==> config.mk <==
export PLATFORM = sky130hd
export DESIGN_NAME = lsfm_top
export DESIGN_NICKNAME = d
export VERILOG_FILES = /design/src/hw/lsfm_pkg.sv /design/src/hw/lsfm_sync_if.sv /design/src/hw/lsfm_top.sv /design/src/hw/lsfm_sync.sv
export VERILOG_INCLUDE_DIRS = /design/src /design/src/hw
export SDC_FILE = /design/constraint.sdc
export NUM_CORES = 1
export LEC_CHECK = 0
export ABC_AREA = 1
export BUFFER_PORTS_ARGS = -buffer_cell sky130_fd_sc_hd__buf_2
export CAP_MARGIN = 40
export CORE_MARGIN = 8
export CORE_UTILIZATION = 50
export CTS_CLUSTER_DIAMETER = 150
export DETAILED_ROUTE_END_ITERATION = 8
export GPL_ROUTABILITY_DRIVEN = 0
export PLACE_DENSITY = 0.74
export REMOVE_ABC_BUFFERS = 1
export SLEW_MARGIN = 20
export SYNTH_ARGS = -nofsm -noshare
export SYNTH_HDL_FRONTEND = slang
export SYNTH_SLANG_ARGS = --single-unit
==> constraint.sdc <==
create_clock -name mclk_i -period 1.7 [get_ports mclk_i]
set_input_delay 0.085 -clock mclk_i [delete_from_list [all_inputs] [get_ports mclk_i]]
set_output_delay 0.085 -clock mclk_i [all_outputs]
set_load 0.02 [all_outputs]
==> src/hw/lsfm_params.svh <==
// fault manager constants: offsets, fields, timing
// assumes a 25 MHz control clock and an axi4-lite bus with 32-bit data
`ifndef LSFM_PARAMS_SVH
`define LSFM_PARAMS_SVH

// channel count and bus shape
`define LSFM_NCH 6
`define LSFM_AW 4
`define LSFM_DW 32

// register byte offsets
`define LSFM_OFF_CTRL 4'h0
`define LSFM_OFF_STATUS 4'h4
`define LSFM_OFF_SRC 4'h8

// reset values
`define LSFM_CTRL_RST 6'h3F
`define LSFM_ZERO32 32'h0000_0000

// status field positions
`define LSFM_ST_GOOD 0
`define LSFM_ST_OPEN 8
`define LSFM_ST_OFF 16
`define LSFM_ST_FLAG 24
`define LSFM_ST_RUN 25
`define LSFM_ST_FETOFF 26
`define LSFM_ST_PIN 27

// sticky fault source bits
`define LSFM_SRC_SHORT 0
`define LSFM_SRC_OPEN 1
`define LSFM_SRC_OVP 2
`define LSFM_SRC_OTP 3
`define LSFM_SRC_INOC 4
`define LSFM_SRC_OUTSH 5
`define LSFM_SRC_W 6

// axi responses
`define LSFM_RESP_OKAY 2'h0
`define LSFM_RESP_SLVERR 2'h2

// synchroniser bit positions
`define LSFM_SI_EN 0
`define LSFM_SI_UNDERVOLTAGE_LOCKOUT 1
`define LSFM_SI_OVP 2
`define LSFM_SI_OTPLO 3
`define LSFM_SI_OTPHI 4
`define LSFM_SI_ILIM 5
`define LSFM_SI_INOC 6
`define LSFM_SI_SWOK 7
`define LSFM_SI_OVS20 8
`define LSFM_SI_V60 9
`define LSFM_SI_PWM 10
`define LSFM_SI_CYC 11
`define LSFM_SI_DIM 12
`define LSFM_SI_TRANS 13
`define LSFM_SI_FLAG 14
`define LSFM_SI_SHORT 15
`define LSFM_SI_INREG 21
`define LSFM_SI_W 27

// timing
`define LSFM_CLK_MHZ 25
`define LSFM_EN_OFF_NS 30000
`define LSFM_EN_OFF_CYC ((`LSFM_EN_OFF_NS * `LSFM_CLK_MHZ + 999) / 1000)
`define LSFM_HOT_TMO_US 800
`define LSFM_HOT_TMO_CYC (`LSFM_HOT_TMO_US * `LSFM_CLK_MHZ)
`define LSFM_OPEN_PERIODS 6
`define LSFM_SETTLE_CYC 64

`endif

==> src/hw/lsfm_pkg.sv <==
// types shared by the led string fault manager
// assumes lsfm_params.svh supplies all numeric constants
package lsfm_pkg;
  // per-channel classification
  typedef enum logic [1:0] {CH_WAIT, CH_GOOD, CH_OPEN, CH_OFF} lsfm_ch_t;
  // start-up sequence
  typedef enum logic {SEQ_INJECT, SEQ_RUN} lsfm_seq_t;
endpackage

==> src/hw/lsfm_sync_if.sv <==
// carrier between the top and its synchroniser bank
// assumes both ends share mclk_i
`timescale 1ns/1ps
interface lsfm_sync_if #(
  parameter int W = 1
);
  logic [W-1:0] raw;  // asynchronous pin levels
  logic [W-1:0] sync; // levels after two flops
  modport bank (input raw, output sync);
  modport user (output raw, input sync);
endinterface

==> src/hw/lsfm_top.sv <==
// led string fault manager: channel classification, protections, flag
// assumes analog comparators arrive as asynchronous levels on pins
//
// Contract
// - latched open-drain low flag on any fault
// - flag clears only by reset, undervoltage or enable-off shutdown
// - suppress channel fault-outs during transients
// - input overcurrent turns all channels off
// - short comparator disables its channel
// - channel reaching target current marked good
// - good channel falling below target is open
// - overvoltage or low otp opens ungood channels
// - open channel disabled after its time-out
// - shorter open time-out when hot
// - regulated high-voltage string stays enabled
// - regulation confined to 60-100% of trip
// - undervoltage stops switching and resets state
// - current limit ends the switching cycle
// - inject current; start after switch node ok
// - sense rise then fall drops protect fet
// - enable low over 30us shuts down
// - hot open time-out is 800 us
// - normal open time-out is six periods
//
// The placing of the registers and the AXI4-Lite register port were left to the implementer.
`include "lsfm_params.svh"
`timescale 1ns/1ps
module lsfm_top
  import lsfm_pkg::*;
#(
  parameter int HOT_TMO_CYC = `LSFM_HOT_TMO_CYC,
  parameter int SETTLE_CYC = `LSFM_SETTLE_CYC
)(
  // clocking
  input wire logic mclk_i,
  input wire logic rst_i,
  input wire logic ce_i,
  // analog comparator and pin levels, asynchronous
  input wire logic en_i,
  input wire logic undervoltage_lockout_i,
  input wire logic ovp_trip_i,
  input wire logic otp_low_i,
  input wire logic otp_high_i,
  input wire logic sw_ilim_i,
  input wire logic in_overcur_i,
  input wire logic switch_node_ok_i,
  input wire logic overvoltage_sense_20_i,
  input wire logic vout_below_min_i,
  input wire logic boost_pwm_i,
  input wire logic boost_cycle_i,
  input wire logic dim_period_i,
  input wire logic transient_i,
  input wire logic [`LSFM_NCH-1:0] short_channel_protect_i,
  input wire logic [`LSFM_NCH-1:0] chan_in_reg_i,
  // fault flag open-drain pin
  input wire logic fault_flag_in_i,
  output logic fault_flag_out_o,
  output logic fault_flag_oe_o,
  // power stage controls
  output logic [`LSFM_NCH-1:0] led_channel_n_en_o,
  output logic switch_gate_o,
  output logic switch_node_inject_o,
  output logic protect_fet_on_o,
  output logic vout_raise_o,
  // axi4-lite write
  input wire logic [`LSFM_AW-1:0] s_axi_awaddr_i,
  input wire logic s_axi_awvalid_i,
  output logic s_axi_awready_o,
  input wire logic [`LSFM_DW-1:0] s_axi_wdata_i,
  input wire logic [3:0] s_axi_wstrb_i,
  input wire logic s_axi_wvalid_i,
  output logic s_axi_wready_o,
  output logic [1:0] s_axi_bresp_o,
  output logic s_axi_bvalid_o,
  input wire logic s_axi_bready_i,
  // axi4-lite read
  input wire logic [`LSFM_AW-1:0] s_axi_araddr_i,
  input wire logic s_axi_arvalid_i,
  output logic s_axi_arready_o,
  output logic [`LSFM_DW-1:0] s_axi_rdata_o,
  output logic [1:0] s_axi_rresp_o,
  output logic s_axi_rvalid_o,
  input wire logic s_axi_rready_i
);
  localparam int TW = $clog2(HOT_TMO_CYC + 1);
  localparam int SW = $clog2(SETTLE_CYC + 1);
  localparam int EW = $clog2(`LSFM_EN_OFF_CYC + 1);
  localparam int NCH = `LSFM_NCH;

  ////////////////////////////////////////
  // synchronisers: every level pin passes two flops first
  lsfm_sync_if #(.W(`LSFM_SI_W)) sbus ();
  logic [`LSFM_SI_W-1:0] s; // synchronised levels

  assign sbus.raw[`LSFM_SI_EN] = en_i;
  assign sbus.raw[`LSFM_SI_UNDERVOLTAGE_LOCKOUT] = undervoltage_lockout_i;
  assign sbus.raw[`LSFM_SI_OVP] = ovp_trip_i;
  assign sbus.raw[`LSFM_SI_OTPLO] = otp_low_i;
  assign sbus.raw[`LSFM_SI_OTPHI] = otp_high_i;
  assign sbus.raw[`LSFM_SI_ILIM] = sw_ilim_i;
  assign sbus.raw[`LSFM_SI_INOC] = in_overcur_i;
  assign sbus.raw[`LSFM_SI_SWOK] = switch_node_ok_i;
  assign sbus.raw[`LSFM_SI_OVS20] = overvoltage_sense_20_i;
  assign sbus.raw[`LSFM_SI_V60] = vout_below_min_i;
  assign sbus.raw[`LSFM_SI_PWM] = boost_pwm_i;
  assign sbus.raw[`LSFM_SI_CYC] = boost_cycle_i;
  assign sbus.raw[`LSFM_SI_DIM] = dim_period_i;
  assign sbus.raw[`LSFM_SI_TRANS] = transient_i;
  assign sbus.raw[`LSFM_SI_FLAG] = fault_flag_in_i;
  assign sbus.raw[`LSFM_SI_INREG-1:`LSFM_SI_SHORT] = short_channel_protect_i;
  assign sbus.raw[`LSFM_SI_W-1:`LSFM_SI_INREG] = chan_in_reg_i;
  assign s = sbus.sync;

  lsfm_sync #(.W(`LSFM_SI_W)) u_sync (
    .mclk_i(mclk_i),
    .rst_i(rst_i),
    .ce_i(ce_i),
    .sio(sbus)
  );

  ////////////////////////////////////////
  // enable watchdog: long low enable shuts the device down
  logic [EW-1:0] en_lo_cnt; // cycles enable has been low
  logic shut;               // shutdown latched until enable returns

  always_ff @(posedge mclk_i)
  begin
    if (rst_i)
    begin
      en_lo_cnt <= '0;
      shut <= 1'b0;
    end
    else if (ce_i)
    begin
      if (s[`LSFM_SI_EN])
      begin
        en_lo_cnt <= '0;
        shut <= 1'b0;
      end
      else if (en_lo_cnt == EW'(`LSFM_EN_OFF_CYC))
        shut <= 1'b1;
      else
        en_lo_cnt <= en_lo_cnt + 1'b1;
    end
  end

  // core reset: pin reset, undervoltage or shutdown; bus logic and ctrl_mask take pin reset only
  logic rst_all;
  assign rst_all = rst_i | s[`LSFM_SI_UNDERVOLTAGE_LOCKOUT] | shut;

  ////////////////////////////////////////
  // start-up sequence and latched protections
  lsfm_seq_t seq;      // inject until switch node is up
  logic ovs_armed;     // sense has been above 20 %
  logic fet_off;       // output short: protect fet dropped
  logic inoc_lat;      // input overcurrent seen
  logic running;

  always_ff @(posedge mclk_i)
  begin
    if (rst_all)
      seq <= SEQ_INJECT;
    else if (ce_i)
    begin
      case (seq)
        SEQ_INJECT:
          if (s[`LSFM_SI_SWOK])
            seq <= SEQ_RUN;
        default:
          seq <= SEQ_RUN;
      endcase
    end
  end

  // sense rise then fall: output collapsed
  always_ff @(posedge mclk_i)
  begin
    if (rst_all)
    begin
      ovs_armed <= 1'b0;
      fet_off <= 1'b0;
      inoc_lat <= 1'b0;
    end
    else if (ce_i)
    begin
      if (s[`LSFM_SI_OVS20])
        ovs_armed <= 1'b1;
      else if (ovs_armed)
        fet_off <= 1'b1;
      if (s[`LSFM_SI_INOC])
        inoc_lat <= 1'b1;
    end
  end

  assign running = (seq == SEQ_RUN) & ~fet_off & ~inoc_lat;

  ////////////////////////////////////////
  // cycle-by-cycle current limit and boost gate
  logic cyc_d;   // previous cycle level for edge detect
  logic cyc_lim; // limit hit in this cycle

  // set wins over the new-cycle clear so a late trip is not lost
  always_ff @(posedge mclk_i)
  begin
    if (rst_all)
    begin
      cyc_d <= 1'b0;
      cyc_lim <= 1'b0;
    end
    else if (ce_i)
    begin
      cyc_d <= s[`LSFM_SI_CYC];
      if (s[`LSFM_SI_ILIM])
        cyc_lim <= 1'b1;
      else if (s[`LSFM_SI_CYC] & ~cyc_d)
        cyc_lim <= 1'b0;
    end
  end

  // gate, inject and regulation window outputs, all registered
  always_ff @(posedge mclk_i)
  begin
    if (rst_all)
    begin
      switch_gate_o <= 1'b0;
      switch_node_inject_o <= 1'b0;
      vout_raise_o <= 1'b0;
    end
    else if (ce_i)
    begin
      switch_gate_o <= running & s[`LSFM_SI_PWM] & ~cyc_lim
        & ~s[`LSFM_SI_OVP] & ~s[`LSFM_SI_OTPHI];
      switch_node_inject_o <= (seq == SEQ_INJECT);
      vout_raise_o <= running & s[`LSFM_SI_V60];
    end
  end

  // protect fet on unless reset, dropped or input overcurrent seen
  always_ff @(posedge mclk_i)
  begin
    if (rst_i)
      protect_fet_on_o <= 1'b0;
    else if (ce_i)
      protect_fet_on_o <= ~rst_all & ~fet_off & ~inoc_lat;
  end

  ////////////////////////////////////////
  // stability window: transients hold off open classification
  logic [SW-1:0] settle; // cycles left until stable
  logic stable;
  logic dim_d;           // previous dimming period level
  logic dim_edge;

  always_ff @(posedge mclk_i)
  begin
    if (rst_all)
    begin
      settle <= SW'(SETTLE_CYC);
      dim_d <= 1'b0;
    end
    else if (ce_i)
    begin
      dim_d <= s[`LSFM_SI_DIM];
      if (s[`LSFM_SI_TRANS] | ~running)
        settle <= SW'(SETTLE_CYC);
      else if (settle != '0)
        settle <= settle - 1'b1;
    end
  end

  assign stable = (settle == '0);
  assign dim_edge = s[`LSFM_SI_DIM] & ~dim_d;

  ////////////////////////////////////////
  // per-channel classification and time-out
  lsfm_ch_t ch_st [NCH];
  logic [NCH-1:0] ev_short; // channel shut by short this cycle
  logic [NCH-1:0] ev_open;  // channel newly classified open
  localparam int CTRL_W = NCH;
  logic [CTRL_W-1:0] ctrl_mask;

  genvar c;
  generate
    for (c = 0; c < NCH; c++)
    begin : g_ch
      logic [TW-1:0] tmo; // cycles when hot, periods when not
      logic sh;
      logic rg;
      assign sh = s[`LSFM_SI_SHORT + c];
      assign rg = s[`LSFM_SI_INREG + c];
      assign ev_short[c] = (ch_st[c] != CH_OFF) & sh;
      assign ev_open[c] = (ch_st[c] == CH_WAIT) & ~sh & ~rg
        & (s[`LSFM_SI_OVP] | s[`LSFM_SI_OTPLO])
        | (ch_st[c] == CH_GOOD) & ~sh & ~rg & stable;

      // a regulated string is never opened by voltage alone
      always_ff @(posedge mclk_i)
      begin
        if (rst_all)
        begin
          ch_st[c] <= CH_WAIT;
          tmo <= '0;
        end
        else if (ce_i)
        begin
          case (ch_st[c])
            CH_WAIT:
              if (sh)
                ch_st[c] <= CH_OFF;
              else if (rg)
                ch_st[c] <= CH_GOOD;
              else if (s[`LSFM_SI_OVP] | s[`LSFM_SI_OTPLO])
                ch_st[c] <= CH_OPEN;
            CH_GOOD:
              if (sh)
                ch_st[c] <= CH_OFF;
              else if (~rg & stable)
                ch_st[c] <= CH_OPEN;
            CH_OPEN:
              if (sh)
                ch_st[c] <= CH_OFF;
              else if (s[`LSFM_SI_OTPLO])
              begin
                if (tmo >= TW'(HOT_TMO_CYC - 1))
                  ch_st[c] <= CH_OFF;
                else
                  tmo <= tmo + 1'b1;
              end
              else if (dim_edge)
              begin
                if (tmo >= TW'(`LSFM_OPEN_PERIODS - 1))
                  ch_st[c] <= CH_OFF;
                else
                  tmo <= tmo + 1'b1;
              end
            default:
              ch_st[c] <= CH_OFF;
          endcase
        end
      end

      // channel drive: off while sequencing, hot or overcurrent
      always_ff @(posedge mclk_i)
      begin
        if (rst_all)
          led_channel_n_en_o[c] <= 1'b0;
        else if (ce_i)
          led_channel_n_en_o[c] <= running & ctrl_mask[c]
            & ~s[`LSFM_SI_OTPHI] & (ch_st[c] != CH_OFF);
      end
    end
  endgenerate

  ////////////////////////////////////////
  // sticky fault sources and the latched flag
  logic [`LSFM_SRC_W-1:0] src; // sticky, no software clear

  always_ff @(posedge mclk_i)
  begin
    if (rst_all)
    begin
      src <= '0;
      fault_flag_oe_o <= 1'b0;
      fault_flag_out_o <= 1'b0;
    end
    else if (ce_i)
    begin
      src[`LSFM_SRC_SHORT] <= src[`LSFM_SRC_SHORT] | (|ev_short);
      src[`LSFM_SRC_OPEN] <= src[`LSFM_SRC_OPEN] | (|ev_open);
      src[`LSFM_SRC_OVP] <= src[`LSFM_SRC_OVP] | s[`LSFM_SI_OVP];
      src[`LSFM_SRC_OTP] <= src[`LSFM_SRC_OTP] | s[`LSFM_SI_OTPLO]
        | s[`LSFM_SI_OTPHI];
      src[`LSFM_SRC_INOC] <= src[`LSFM_SRC_INOC] | inoc_lat;
      src[`LSFM_SRC_OUTSH] <= src[`LSFM_SRC_OUTSH] | fet_off;
      fault_flag_oe_o <= fault_flag_oe_o | (|src);
      fault_flag_out_o <= 1'b0; // open drain only ever pulls low
    end
  end

  ////////////////////////////////////////
  // axi4-lite write: address and data in any order
  logic aw_got;                 // address held
  logic w_got;                  // data held
  logic [`LSFM_AW-1:0] aw_addr;
  logic [`LSFM_DW-1:0] w_data;
  logic [3:0] w_strb;

  always_ff @(posedge mclk_i)
  begin
    if (rst_i)
    begin
      aw_got <= 1'b0;
      w_got <= 1'b0;
      aw_addr <= '0;
      w_data <= `LSFM_ZERO32;
      w_strb <= '0;
      s_axi_awready_o <= 1'b1;
      s_axi_wready_o <= 1'b1;
      s_axi_bvalid_o <= 1'b0;
      s_axi_bresp_o <= `LSFM_RESP_OKAY;
      ctrl_mask <= `LSFM_CTRL_RST;
    end
    else if (ce_i)
    begin
      if (s_axi_awvalid_i & s_axi_awready_o)
      begin
        aw_got <= 1'b1;
        aw_addr <= s_axi_awaddr_i;
        s_axi_awready_o <= 1'b0;
      end
      if (s_axi_wvalid_i & s_axi_wready_o)
      begin
        w_got <= 1'b1;
        w_data <= s_axi_wdata_i;
        w_strb <= s_axi_wstrb_i;
        s_axi_wready_o <= 1'b0;
      end
      if (aw_got & w_got & ~s_axi_bvalid_o)
      begin
        s_axi_bvalid_o <= 1'b1;
        if (aw_addr == `LSFM_OFF_CTRL)
        begin
          s_axi_bresp_o <= `LSFM_RESP_OKAY;
          if (w_strb[0])
            ctrl_mask <= w_data[CTRL_W-1:0];
        end
        else if (aw_addr == `LSFM_OFF_STATUS || aw_addr == `LSFM_OFF_SRC)
          s_axi_bresp_o <= `LSFM_RESP_OKAY; // read-only, write ignored
        else
          s_axi_bresp_o <= `LSFM_RESP_SLVERR;
      end
      if (s_axi_bvalid_o & s_axi_bready_i)
      begin
        s_axi_bvalid_o <= 1'b0;
        aw_got <= 1'b0;
        w_got <= 1'b0;
        s_axi_awready_o <= 1'b1;
        s_axi_wready_o <= 1'b1;
      end
    end
  end

  // read: one in flight, data taken at address beat
  logic [NCH-1:0] good_v;
  logic [NCH-1:0] open_v;
  logic [NCH-1:0] off_v;
  logic [`LSFM_DW-1:0] status_w;

  always_comb
  begin
    for (int i = 0; i < NCH; i++)
    begin
      good_v[i] = (ch_st[i] == CH_GOOD);
      open_v[i] = (ch_st[i] == CH_OPEN);
      off_v[i] = (ch_st[i] == CH_OFF);
    end
    status_w = `LSFM_ZERO32;
    status_w[`LSFM_ST_GOOD +: NCH] = good_v;
    status_w[`LSFM_ST_OPEN +: NCH] = open_v;
    status_w[`LSFM_ST_OFF +: NCH] = off_v;
    status_w[`LSFM_ST_FLAG] = fault_flag_oe_o;
    status_w[`LSFM_ST_RUN] = running;
    status_w[`LSFM_ST_FETOFF] = fet_off;
    status_w[`LSFM_ST_PIN] = s[`LSFM_SI_FLAG];
  end

  always_ff @(posedge mclk_i)
  begin
    if (rst_i)
    begin
      s_axi_arready_o <= 1'b1;
      s_axi_rvalid_o <= 1'b0;
      s_axi_rdata_o <= `LSFM_ZERO32;
      s_axi_rresp_o <= `LSFM_RESP_OKAY;
    end
    else if (ce_i)
    begin
      if (s_axi_arvalid_i & s_axi_arready_o)
      begin
        s_axi_arready_o <= 1'b0;
        s_axi_rvalid_o <= 1'b1;
        s_axi_rresp_o <= `LSFM_RESP_OKAY;
        if (s_axi_araddr_i == `LSFM_OFF_CTRL)
          s_axi_rdata_o <= {{(`LSFM_DW-CTRL_W){1'b0}}, ctrl_mask};
        else if (s_axi_araddr_i == `LSFM_OFF_STATUS)
          s_axi_rdata_o <= status_w;
        else if (s_axi_araddr_i == `LSFM_OFF_SRC)
          s_axi_rdata_o <= {{(`LSFM_DW-`LSFM_SRC_W){1'b0}}, src};
        else
        begin
          s_axi_rdata_o <= `LSFM_ZERO32;
          s_axi_rresp_o <= `LSFM_RESP_SLVERR;
        end
      end
      else if (s_axi_rvalid_o & s_axi_rready_i)
      begin
        s_axi_rvalid_o <= 1'b0;
        s_axi_arready_o <= 1'b1;
      end
    end
  end
endmodule

==> src/hw/lsfm_sync.sv <==
// two-flop synchroniser bank for asynchronous comparator and pin levels
// assumes levels only; pulses shorter than one clock may be missed
`timescale 1ns/1ps
module lsfm_sync #(
  parameter int W = 1
)(
  // clocking
  input wire logic mclk_i,
  input wire logic rst_i,
  input wire logic ce_i,
  // carrier
  lsfm_sync_if.bank sio
);
  logic [W-1:0] meta; // first stage, read only by the second
  logic [W-1:0] hold; // second stage

  ////////////////////////////////////////
  // one flop pair per bit
  genvar b;
  generate
    for (b = 0; b < W; b++)
    begin : g_bit
      always_ff @(posedge mclk_i)
      begin
        if (rst_i)
        begin
          meta[b] <= 1'b0;
          hold[b] <= 1'b0;
        end
        else if (ce_i)
        begin
          meta[b] <= sio.raw[b];
          hold[b] <= meta[b];
        end
      end
    end
  endgenerate

  assign sio.sync = hold;
endmodule

After elaboration in Yosys (flattened, before gate mapping)
Memories as Yosys holds them, arrays and structs flattened.
Cells that the tools add are included.
Widths: inputs -> output; s select.
{ "totals": {"regBits": 246, "ram_bits": 12, "inputBits": 79, "n_memories": 1} }
{ "classes": {"n_addsub": 8, "n_lt_le_gt_ge": 12, "n_eq_ne": 42, "n_mux": 413, "bitwise": 180, "reduce_logical": 50} }
{ "mem_list": {"columns": ["name", "words", "word_bits", "rd", "rd_ports_with_merged_regs", "wr", "line_no", "rtl"], "rows": [
  ["ch_st", 6, 2, 6, 0, 6, "lsfm_top.sv:276", "lsfm_ch_t ch_st [NCH];"]
]} }
{ "ops": {"columns": ["operator", "count"], "rows": [
  ["$mux 15", 24],
  ["$mux 1", 323],
  ["$mux 2", 59],
  ["$add 15x1->15 const B", 6],
  ["$ge 15x15->1 const B", 6],
  ["$ge 15x3->1 const B", 6],
  ["$and 1x1->1", 84],
  ["$or 1x1->1", 72],
  ["$mux 28", 2],
  ["$reduce_and 6->1", 6],
  ["$reduce_and 2->1", 14],
  ["$eq 2x2->1 const B", 12],
  ["$ne 2x2->1 const B", 12],
  ["$not 1->1", 24],
  ["$mux 10", 2],
  ["$reduce_or 3->1", 6],
  ["$reduce_or 6->1", 3],
  ["$reduce_bool 2->1", 8],
  ["$mux 7", 2],
  ["$ne 2x1->1 const B", 7],
  ["$eq 2x1->1 const B", 6],
  ["$logic_not 2->1", 6],
  ["$add 10x1->10 const B", 1],
  ["$eq 10x10->1 const B", 1],
  ["other kinds (10)", 13]
]} }

Longest topological paths before layout
Gate-level depths: netlist (run 1).
{ "logic_depth": {"ltp_word": 15, "mapped_depth": 12, "mapped_depth_nobuf": 11} }

By module
From an unflattened synthesis (run 1), not the netlist that was laid out.
{ "hier_totals": {"cells_unflattened": 1985, "area_unflattened_um2": 13429.1} }
{ "by_module_without_submodules": {"columns": ["mod", "instances", "cells_per_inst", "area_per_inst_um2", "seq_area_each_um2"], "rows": [
  ["lsfm_top", 1, 1643, 11224.5, 3963.8],
  ["lsfm_sync", 1, 342, 2204.6, 1081.0]
]} }

Least setup slack after synthesis (run 1)
Ideal clock, no wire load.
{ "synth_path": {"kind": "register -> register", "from": "reg g_ch[4].tmo[0]", "to": "mem ch_st[4][0] (netlist bit), enable pin", "setup_ns": 0.297, "arrival_ns": 1.426, "setup_slack_ns": -0.023, "stages_incl_launch_ff": 10, "path_buffers": 0, "synth_period_minus_slack_ns": 1.723, "cell_sequence": "dfxtp_1 > ha_1 > nand3_1 > nor2_1 > nand3_1 > nand3_2 > nand2_4 > o21ai_0 > inv_1 > nand2_1"} }
{ "synth_rtl": {"columns": ["item", "line_no", "rtl"], "rows": [
  ["start: declaration", "lsfm_top.sv:286", "logic [TW-1:0] tmo;"],
  ["start signal: assignment", "lsfm_top.sv:327", "tmo <= tmo + 1'b1;"],
  ["start signal: assignment", "lsfm_top.sv:334", "tmo <= tmo + 1'b1;"],
  ["end: declaration", "lsfm_top.sv:276", null]
]} }

==> flow_summary_export.csv, run 1 <==
group,metric,value,unit
status,outcome,"finished with violations",
status,violated_checks,"negative setup slack",
clock_network,cts_buffers,27,
sta,final_max_slew_viol_count,0,
synthesis,yosysUniqueCellTypes,44,
clock_network,cts-root-to-sink-buffers,3,
finish,multiInputGateArea,0.00727,mm²
setup_path,critPathRequiredTime,1960,ps
floorplanning,placeable_core_area,0.0260,mm²
routing,remaining_drc_errors,0,
finish,number_of_nets_in_the_layout,2208,
sta,finClkSkew,27.3,ps
worst_hold_path,holdCritPathClass,"input pin to flip-flop",
sta,max_slew_margin,54.8,%
setup_path,timing.critical_path.arrival,1980,ps
clock_network,clock_latency,550,ps
power,power.share.sequential,46.4,%
finish,num-fill-cells,2278,
routing,detailedRoute.firstIterationViolations,1065,
power,power.internal,9.82,mW
synthesis,gate_count_of_the_mapped_netlist,1922,
synthesis,synth_edf_count,12,
floorplanning,die-height,178,µm
sta,hold_violations,0,
clock_network,htree_levels,1,
setup_path,critical_path.startpoint_type,"flip-flop",
floorplanning,ios,132,
floorplanning,die-area,0.0318,mm²
finish,n_antenna_cell,0,
synthesis,synth_flop_cell,"dfxtp_1",
finish,drive_gt1_share,17.4,%
clock_network,cts_root_buffer,"clkbuf_16",
power,share_clk_of_total_power,42.1,%
synthesis,yosysSeqAreaShare,38.3,%
synthesis,yosysWarningCount,0,
grt,grtUsageTotal,21.8,%
floorplanning,initial_utilization,50.6,%
setup_path,worst-path-max-fanout,6,
synthesis,avgSynthCellArea,6.84,µm²
setup_path,timing.critical_path.buf_inv,2,
synthesis,netlist_area,0.0132,mm²
placed_design,numPortBuffers,89,
routing,detail_route.wirelength,35800,µm
sta,post-route-min-period,1710,ps
placed_design,pre_cts_slack,-30.7,ps
setup_path,critical_path.top_delay_family,"simple AND/OR/NAND/NOR gates",
sta,worst-slew-pin-transition,678,ps
power,netSwitchingPower,3.51,mW
routing,detail_route.vias_per_cell,5.36,
synthesis,yosys_register_bits,246,
routing,avgRoutedWirePerCell,14.5,µm
synthesis,async_s_r_ff_share_synth,0,%
setup_path,critical-path-max-stage-delay,330,ps
power,pwr-share-comb,11.6,%
finish,area_growth,22.0,%
synthesis,synth_top_cells_by_area,"dfxtp_1 36%, nand2_1 12%, nand3_1 8.2%, nor2_1 7.3%, a21oi_1 6.4%",
sta,post-route-period-util,101,%
power,power_density,830,mW/mm²
routing,first_pass_iters,7,
routing,route.antenna.remaining_nets,0,
setup_path,timing.critical_path.mode_cell,"nor2_4",
power,p_leak,6.58,nW
synthesis,post_synthesis_cell_type_with_the_largest_combined_area,"dfxtp_1",
clock_network,clock_sinks,246,
setup_path,timing_worst_setup_path_type,"flip-flop to flip-flop",
power,vdd_ir_drop_max,0.993,mV
setup_path,cpMaxStageDelayCell,"dfxtp_2",
placed_design,hpwlAfterDp,24600,µm
clock_network,clkSlewWorstSetupHoldPaths,60,ps
grt,first_global_vias,12343,
sta,finalWorstSetupSlack,-14.6,ps
synthesis,synthTopCellsByCount,"414 x nand2_1, 255 x nor2_1, 234 x dfxtp_1",
sta,fmax,583,MHz
synthesis,yosys.cell_count.top_type,"nand2_1",
grt,global_route_wire_length_before_repair,58900,µm
sta,setup_viol,4,
synthesis,synth_top_area_share,35.6,%
floorplanning,die_x,178,µm
sta,rsz_0062_raised_after_global_routing,"yes",
setup_path,category_of_the_worst_setup_path_capture_point,"flip-flop",
clock_network,tritoncts,"built",
flow_run,max-cap-violations,0,
grt,global_route.overflow_total,0,
sta,tns,-35.7,ps
grt,grt_max_degree,75,
finish,seq_area,0.00508,mm²
floorplanning,placementRows,59,
setup_path,path_cells,"nor2_4, nand2_4, nor2_4, buf_4, buf_6, o211ai_1, o21ai_1, a31oi_2, nand3_2",
grt,initial_antenna_violation_count,0,
power,switching_share,26.4,%
routing,vias,13235,
## power by group through the flow
stage	combinational, mW	clock, mW	sequential (mW)
after CTS	1.45	5.68	6.18
after floorplan	0.800	0	6.31
after global placement	1.33	0	6.29
final	1.54	5.61	6.18
after global routing	1.69	5.92	6.21
after detailed placement	1.35	0	6.30
## cells by family after synthesis
logic type	after synthesis	synth area share, %
AOI/OAI and AO/OA	312	12.6
xor gates and xnor gates	64	4.26
adders and majority gates	16	1.52
buffers and inverters	260	8.65
DFF	246	38.3
other	1	0.0285
and+or+nand+nor	1023	34.6
## what timing repair did
| item | CTS | global route |
|---|---|---|
| pin swaps | 3 | 28 |
| endpoints found under the hold margin | 44 | 0 |
| hold buffers | 42 | 0 |
| setup endpoints to repair | 12 | 118 |
| cloned | 1 | 0 |
| resized for setup | 7 | 98 |
| setup buffers | 2 | 13 |
## registers in the layout (all words and copies together) (netlist names), 4 cells and up
signal,cells
ch_st,12
w_data,6
settle,7
s_axi_rdata_o,22
ctrl_mask,6
aw_addr,4
src,6
u_sync.sio.sync,27
en_lo_cnt,10
u_sync.meta,27
g_ch.tmo,90
led_channel_n_en_o,6
## layout make-up
class / count / area share (%)
Clock buffer: 43 / 5.03
Timing Repair Buffer: 237 / 11.1
Tap cell: 335 / 2.61
Sequential cell: 246 / 31.6
Clock inverter: 6 / 0.257
Inverter: 172 / 4.09
Multi-Input combinational cell: 1429 / 45.3
## worst min-delay path, delay by kind of cell
| kind | cells | cell delay, ps |
|---|---|---|
| and+or+nand+nor | 1 | 240 |
| AOI/OAI and AO/OA | 1 | 110 |
| buffers and inverters | 1 | 90 |
## final timing paths
path         slack [ps]  cells after the start             endpoint                 from
min reg2reg         460                      2  u_sync.sio.sync[10]  u_sync.sio.sync[10]
min                  30                      3           aw_addr[2]      s_axi_awvalid_i
max                 -10                      9          ch_st[3][1]                 shut
max reg2reg         -10                      9          ch_st[3][1]                 shut
## per-layer routing
layer / up-vias / wire length, µm / track usage, %
met1: 6082 / 16000 / 29.3
met2: 407 / 16700 / 35.9
li1: 6692 / - / -
met3: 54 / 2390 / 3.32
met4: 0 / 699 / 5.92
met5: - / 0 / 0
## cell usage in the layout (no fill, tap or decap), types with 13 or more instances in the layout
master           n
nand2_1        404
nor2_1         242
dfxtp_1        213
nand3_1        210
a21oi_1        163
inv_1          153
o21ai_0        102
buf_4           92
buf_2           89
xor2_1          49
nor3_1          47
nand4_1         42
dlygate4sd3_1   42
clkbuf_16       28
dfxtp_2         17
xnor2_1         15
nor2_2          14
a21oi_2         14
inv_2           13
conb_1          13
## metrics by stage
stage	area, µm²	total power [mW]	util (%)	hold slack [ps]	cells
floorplan	12700	7.11	-	154	1846
global placement	14300	7.62	55.2	307	2361
detailed placement	14300	7.65	55.2	314	2361
CTS	15700	13.3	60.3	13.8	2455
global route	16100	13.8	61.8	87.1	2468
finish	16100	13.3	61.8	26.1	2468
No activity file was read; power rests on OpenSTA's default activity.
==> inputs of run 2 (changes only) <==
--- a/config.mk
+++ b/config.mk
@@ -9,13 +9,15 @@
 export ABC_AREA = 1
 export BUFFER_PORTS_ARGS = -buffer_cell sky130_fd_sc_hd__buf_2
 export CAP_MARGIN = 40
-export CORE_MARGIN = 8
+export CORE_MARGIN = 2
 export CORE_UTILIZATION = 50
+export CTS_BUF_LIST = sky130_fd_sc_hd__clkbuf_4 sky130_fd_sc_hd__clkbuf_8
 export CTS_CLUSTER_DIAMETER = 150
 export DETAILED_ROUTE_END_ITERATION = 8
 export GPL_ROUTABILITY_DRIVEN = 0
 export PLACE_DENSITY = 0.74
 export REMOVE_ABC_BUFFERS = 1
+export SKIP_LAST_GASP = 1
 export SLEW_MARGIN = 20
 export SYNTH_ARGS = -nofsm -noshare
 export SYNTH_HDL_FRONTEND = slang
==> run 2 against run 1 <==
  * The flow finishes with violations (negative hold slack)
  * Sequential power barely moved
  * Critical path depth fell by 1
  * Die area fell by 13%
  * Largest cell class unchanged
  * Largest power group unchanged
==> flow_summary_export.csv, run 2 (synthesized netlist as in run 1, its figures left out) <==
group,metric,value,unit
routing,detailedRoute.firstIterationViolations,851,
clock_network,clock_sinks,246,
placed_design,placed_area,0.0143,mm²
floorplanning,placeable_core_area,0.0259,mm²
setup_path,category_of_the_worst_setup_path_capture_point,"flip-flop",
finish,area_growth,24.4,%
setup_path,worst-r2r-cell-count,8,
routing,avgRoutedWirePerCell,14.5,µm
grt,grtUsageTotal,25.0,%
routing,route.antenna.remaining_nets,0,
setup_path,r2r_setup_slack,2,ps
finish,final_cell_mix,"398 x nand2_1, 238 x nor2_1, 206 x dfxtp_1, 204 x nand3_1, 163 x a21oi_1",
clock_network,cts-root-to-sink-buffers,3,
finish,drive_gt1_share,20.3,%
grt,initial_antenna_violation_count,0,
floorplanning,die-area,0.0276,mm²
routing,detail_route.vias_per_cell,5.44,
floorplanning,die-height,166,µm
setup_path,path_cells,"nor2_4, nand2_4, nor2_4, inv_4, nor3_2, nand3b_1, nor2_2, nand3_2",
clock_network,cts_buffers,43,
routing,vias,13656,
floorplanning,die_x,166,µm
grt,global_route_wire_length_before_repair,59300,µm
sta,rsz_0062_raised_after_global_routing,"yes",
setup_path,critPathRequiredTime,1970,ps
setup_path,critical_path.startpoint_type,"flip-flop",
floorplanning,placementRows,59,
sta,finalWorstSetupSlack,1.67,ps
routing,detail_route.wirelength,36400,µm
sta,post-route-min-period,1700,ps
finish,finish.instance_area,0.0164,mm²
setup_path,timing.critical_path.mode_cell,"nor2_4",
sta,post-route-period-util,99.9,%
grt,first_global_vias,12635,
clock_network,clock_latency,570,ps
routing,remaining_drc_errors,0,
sta,max_slew_margin,57.5,%
finish,largest_register_ffs,90,
worst_hold_path,holdCritPathClass,"input pin to flip-flop",
floorplanning,initial_utilization,50.8,%
sta,worst-slew-pin-transition,637,ps
floorplanning,ios,132,
power,vdd_ir_drop_max,0.686,mV
setup_path,critical-path-max-stage-delay,340,ps
status,outcome,"finished with violations",
setup_path,timing.critical_path.arrival,1960,ps
power,power_density,832,mW/mm²
grt,grt_max_degree,75,
finish,final_common_cell,"nand2_1",
setup_path,timing_worst_setup_path_type,"flip-flop to flip-flop",
sta,finClkSkew,36.8,ps
sta,finalHoldWorstSlack,-21.6,ps
finish,n_antenna_cell,0,
finish,utilization,63.2,%
sta,final_max_slew_viol_count,0,
finish,registers.top_by_ff_count,"g_ch.tmo",
placed_design,numPortBuffers,89,
routing,first_pass_iters,5,
clock_network,htree_levels,2,
sta,fmax,589,MHz
clock_network,clkSlewWorstSetupHoldPaths,70,ps
sta,setup_viol,0,
status,violated_checks,"negative hold slack",
finish,number_of_nets_in_the_layout,2235,
clock_network,tritoncts,"built",
setup_path,worst-path-max-fanout,11,
grt,global_route.overflow_total,0,
placed_design,pre_cts_slack,-70.1,ps
finish,num-fill-cells,2230,
flow_run,max-cap-violations,0,
placed_design,hpwlAfterDp,23800,µm
setup_path,cpMaxStageDelayCell,"dfxtp_2",
sta,hold_violations,1,
worst_hold_path,timing.hold.worst_path_depth,3,
power,p_leak,6.72,nW
clock_network,cts_root_buffer,"clkbuf_8",
## run 2: changes by cell type in the layout (fill, tap and decap cells not counted), sizes merged
cell	before	now
clkbuf	43	67
dlygate4sd3	42	50
clkinv	6	10
buf	195	198
bufinv	0	1
clkinvlp	3	2
inv	169	170
## run 2: critical path: cells and delay by family (launching register included)
kind	cells	cell delay [ps]
simple gates	7	920
buf+inv	1	140
flops	1	340
## run 2: timing repair
| item | CTS | global route |
|---|---|---|
| gates resized for setup | 9 | 138 |
| cloned | 1 | 1 |
| setup buffers | 7 | 13 |
| pin swaps | 5 | 36 |
| endpoints found under the setup margin | 24 | 118 |
| hold buffers | 49 | 1 |
| endpoints found under the hold margin | 46 | 2 |
## run 2: power by group
part | total, mW | switching, mW | leakage (nW) | internal (mW)
combinational | 1.59 | 1.01 | 4.18 | 0.580
sequential | 6.19 | 0.167 | 2.05 | 6.02
clock | 5.84 | 2.52 | 0.493 | 3.32
total | 13.6 | 3.70 | 6.72 | 9.92
## run 2: area by class of cell
type                       count  area [µm²]  area share, %
clock inverter                11        97.6          0.596
clock buffer                  67         841           5.14
inverter                     172         654           4.00
timing repair buffer         248        1890           11.5
multi-input combinational   1429        7370           45.0
sequential                   246        5100           31.2
tap                          335         419           2.56
## run 2: stage by stage
| step | hold slack [ps] | power, mW | instances | setup TNS (ps) |
|---|---|---|---|---|
| after detailed placement | 316 | 7.66 | 2359 | -210 |
| after floorplan | 154 | 7.11 | 1846 | -264800 |
| after global placement | 306 | 7.62 | 2359 | -33.2 |
| final | -21.6 | 13.6 | 2508 | 0 |
| after global routing | 4.29 | 14.1 | 2508 | -1340 |
| after CTS | 5.81 | 13.6 | 2494 | 0 |
## run 2: worst paths after layout
path / startpoint / endpoint
worst min-delay path: s_axi_arvalid_i / s_axi_rvalid_o
worst max register to register: shut / ch_st[0][1]
worst max-delay path: shut / ch_st[0][1]
worst min register to register: w_data[3] / w_data[3]
## run 2: routing by layer
| metal | global-route usage, % | up-vias | routed length (µm) |
|---|---|---|---|
| li1 | - | 6761 | - |
| met1 | 32.3 | 6353 | 15800 |
| met2 | 42.8 | 454 | 17300 |
| met3 | 3.96 | 88 | 2270 |
| met4 | 8.39 | 0 | 943 |
| met5 | 0 | - | 0 |
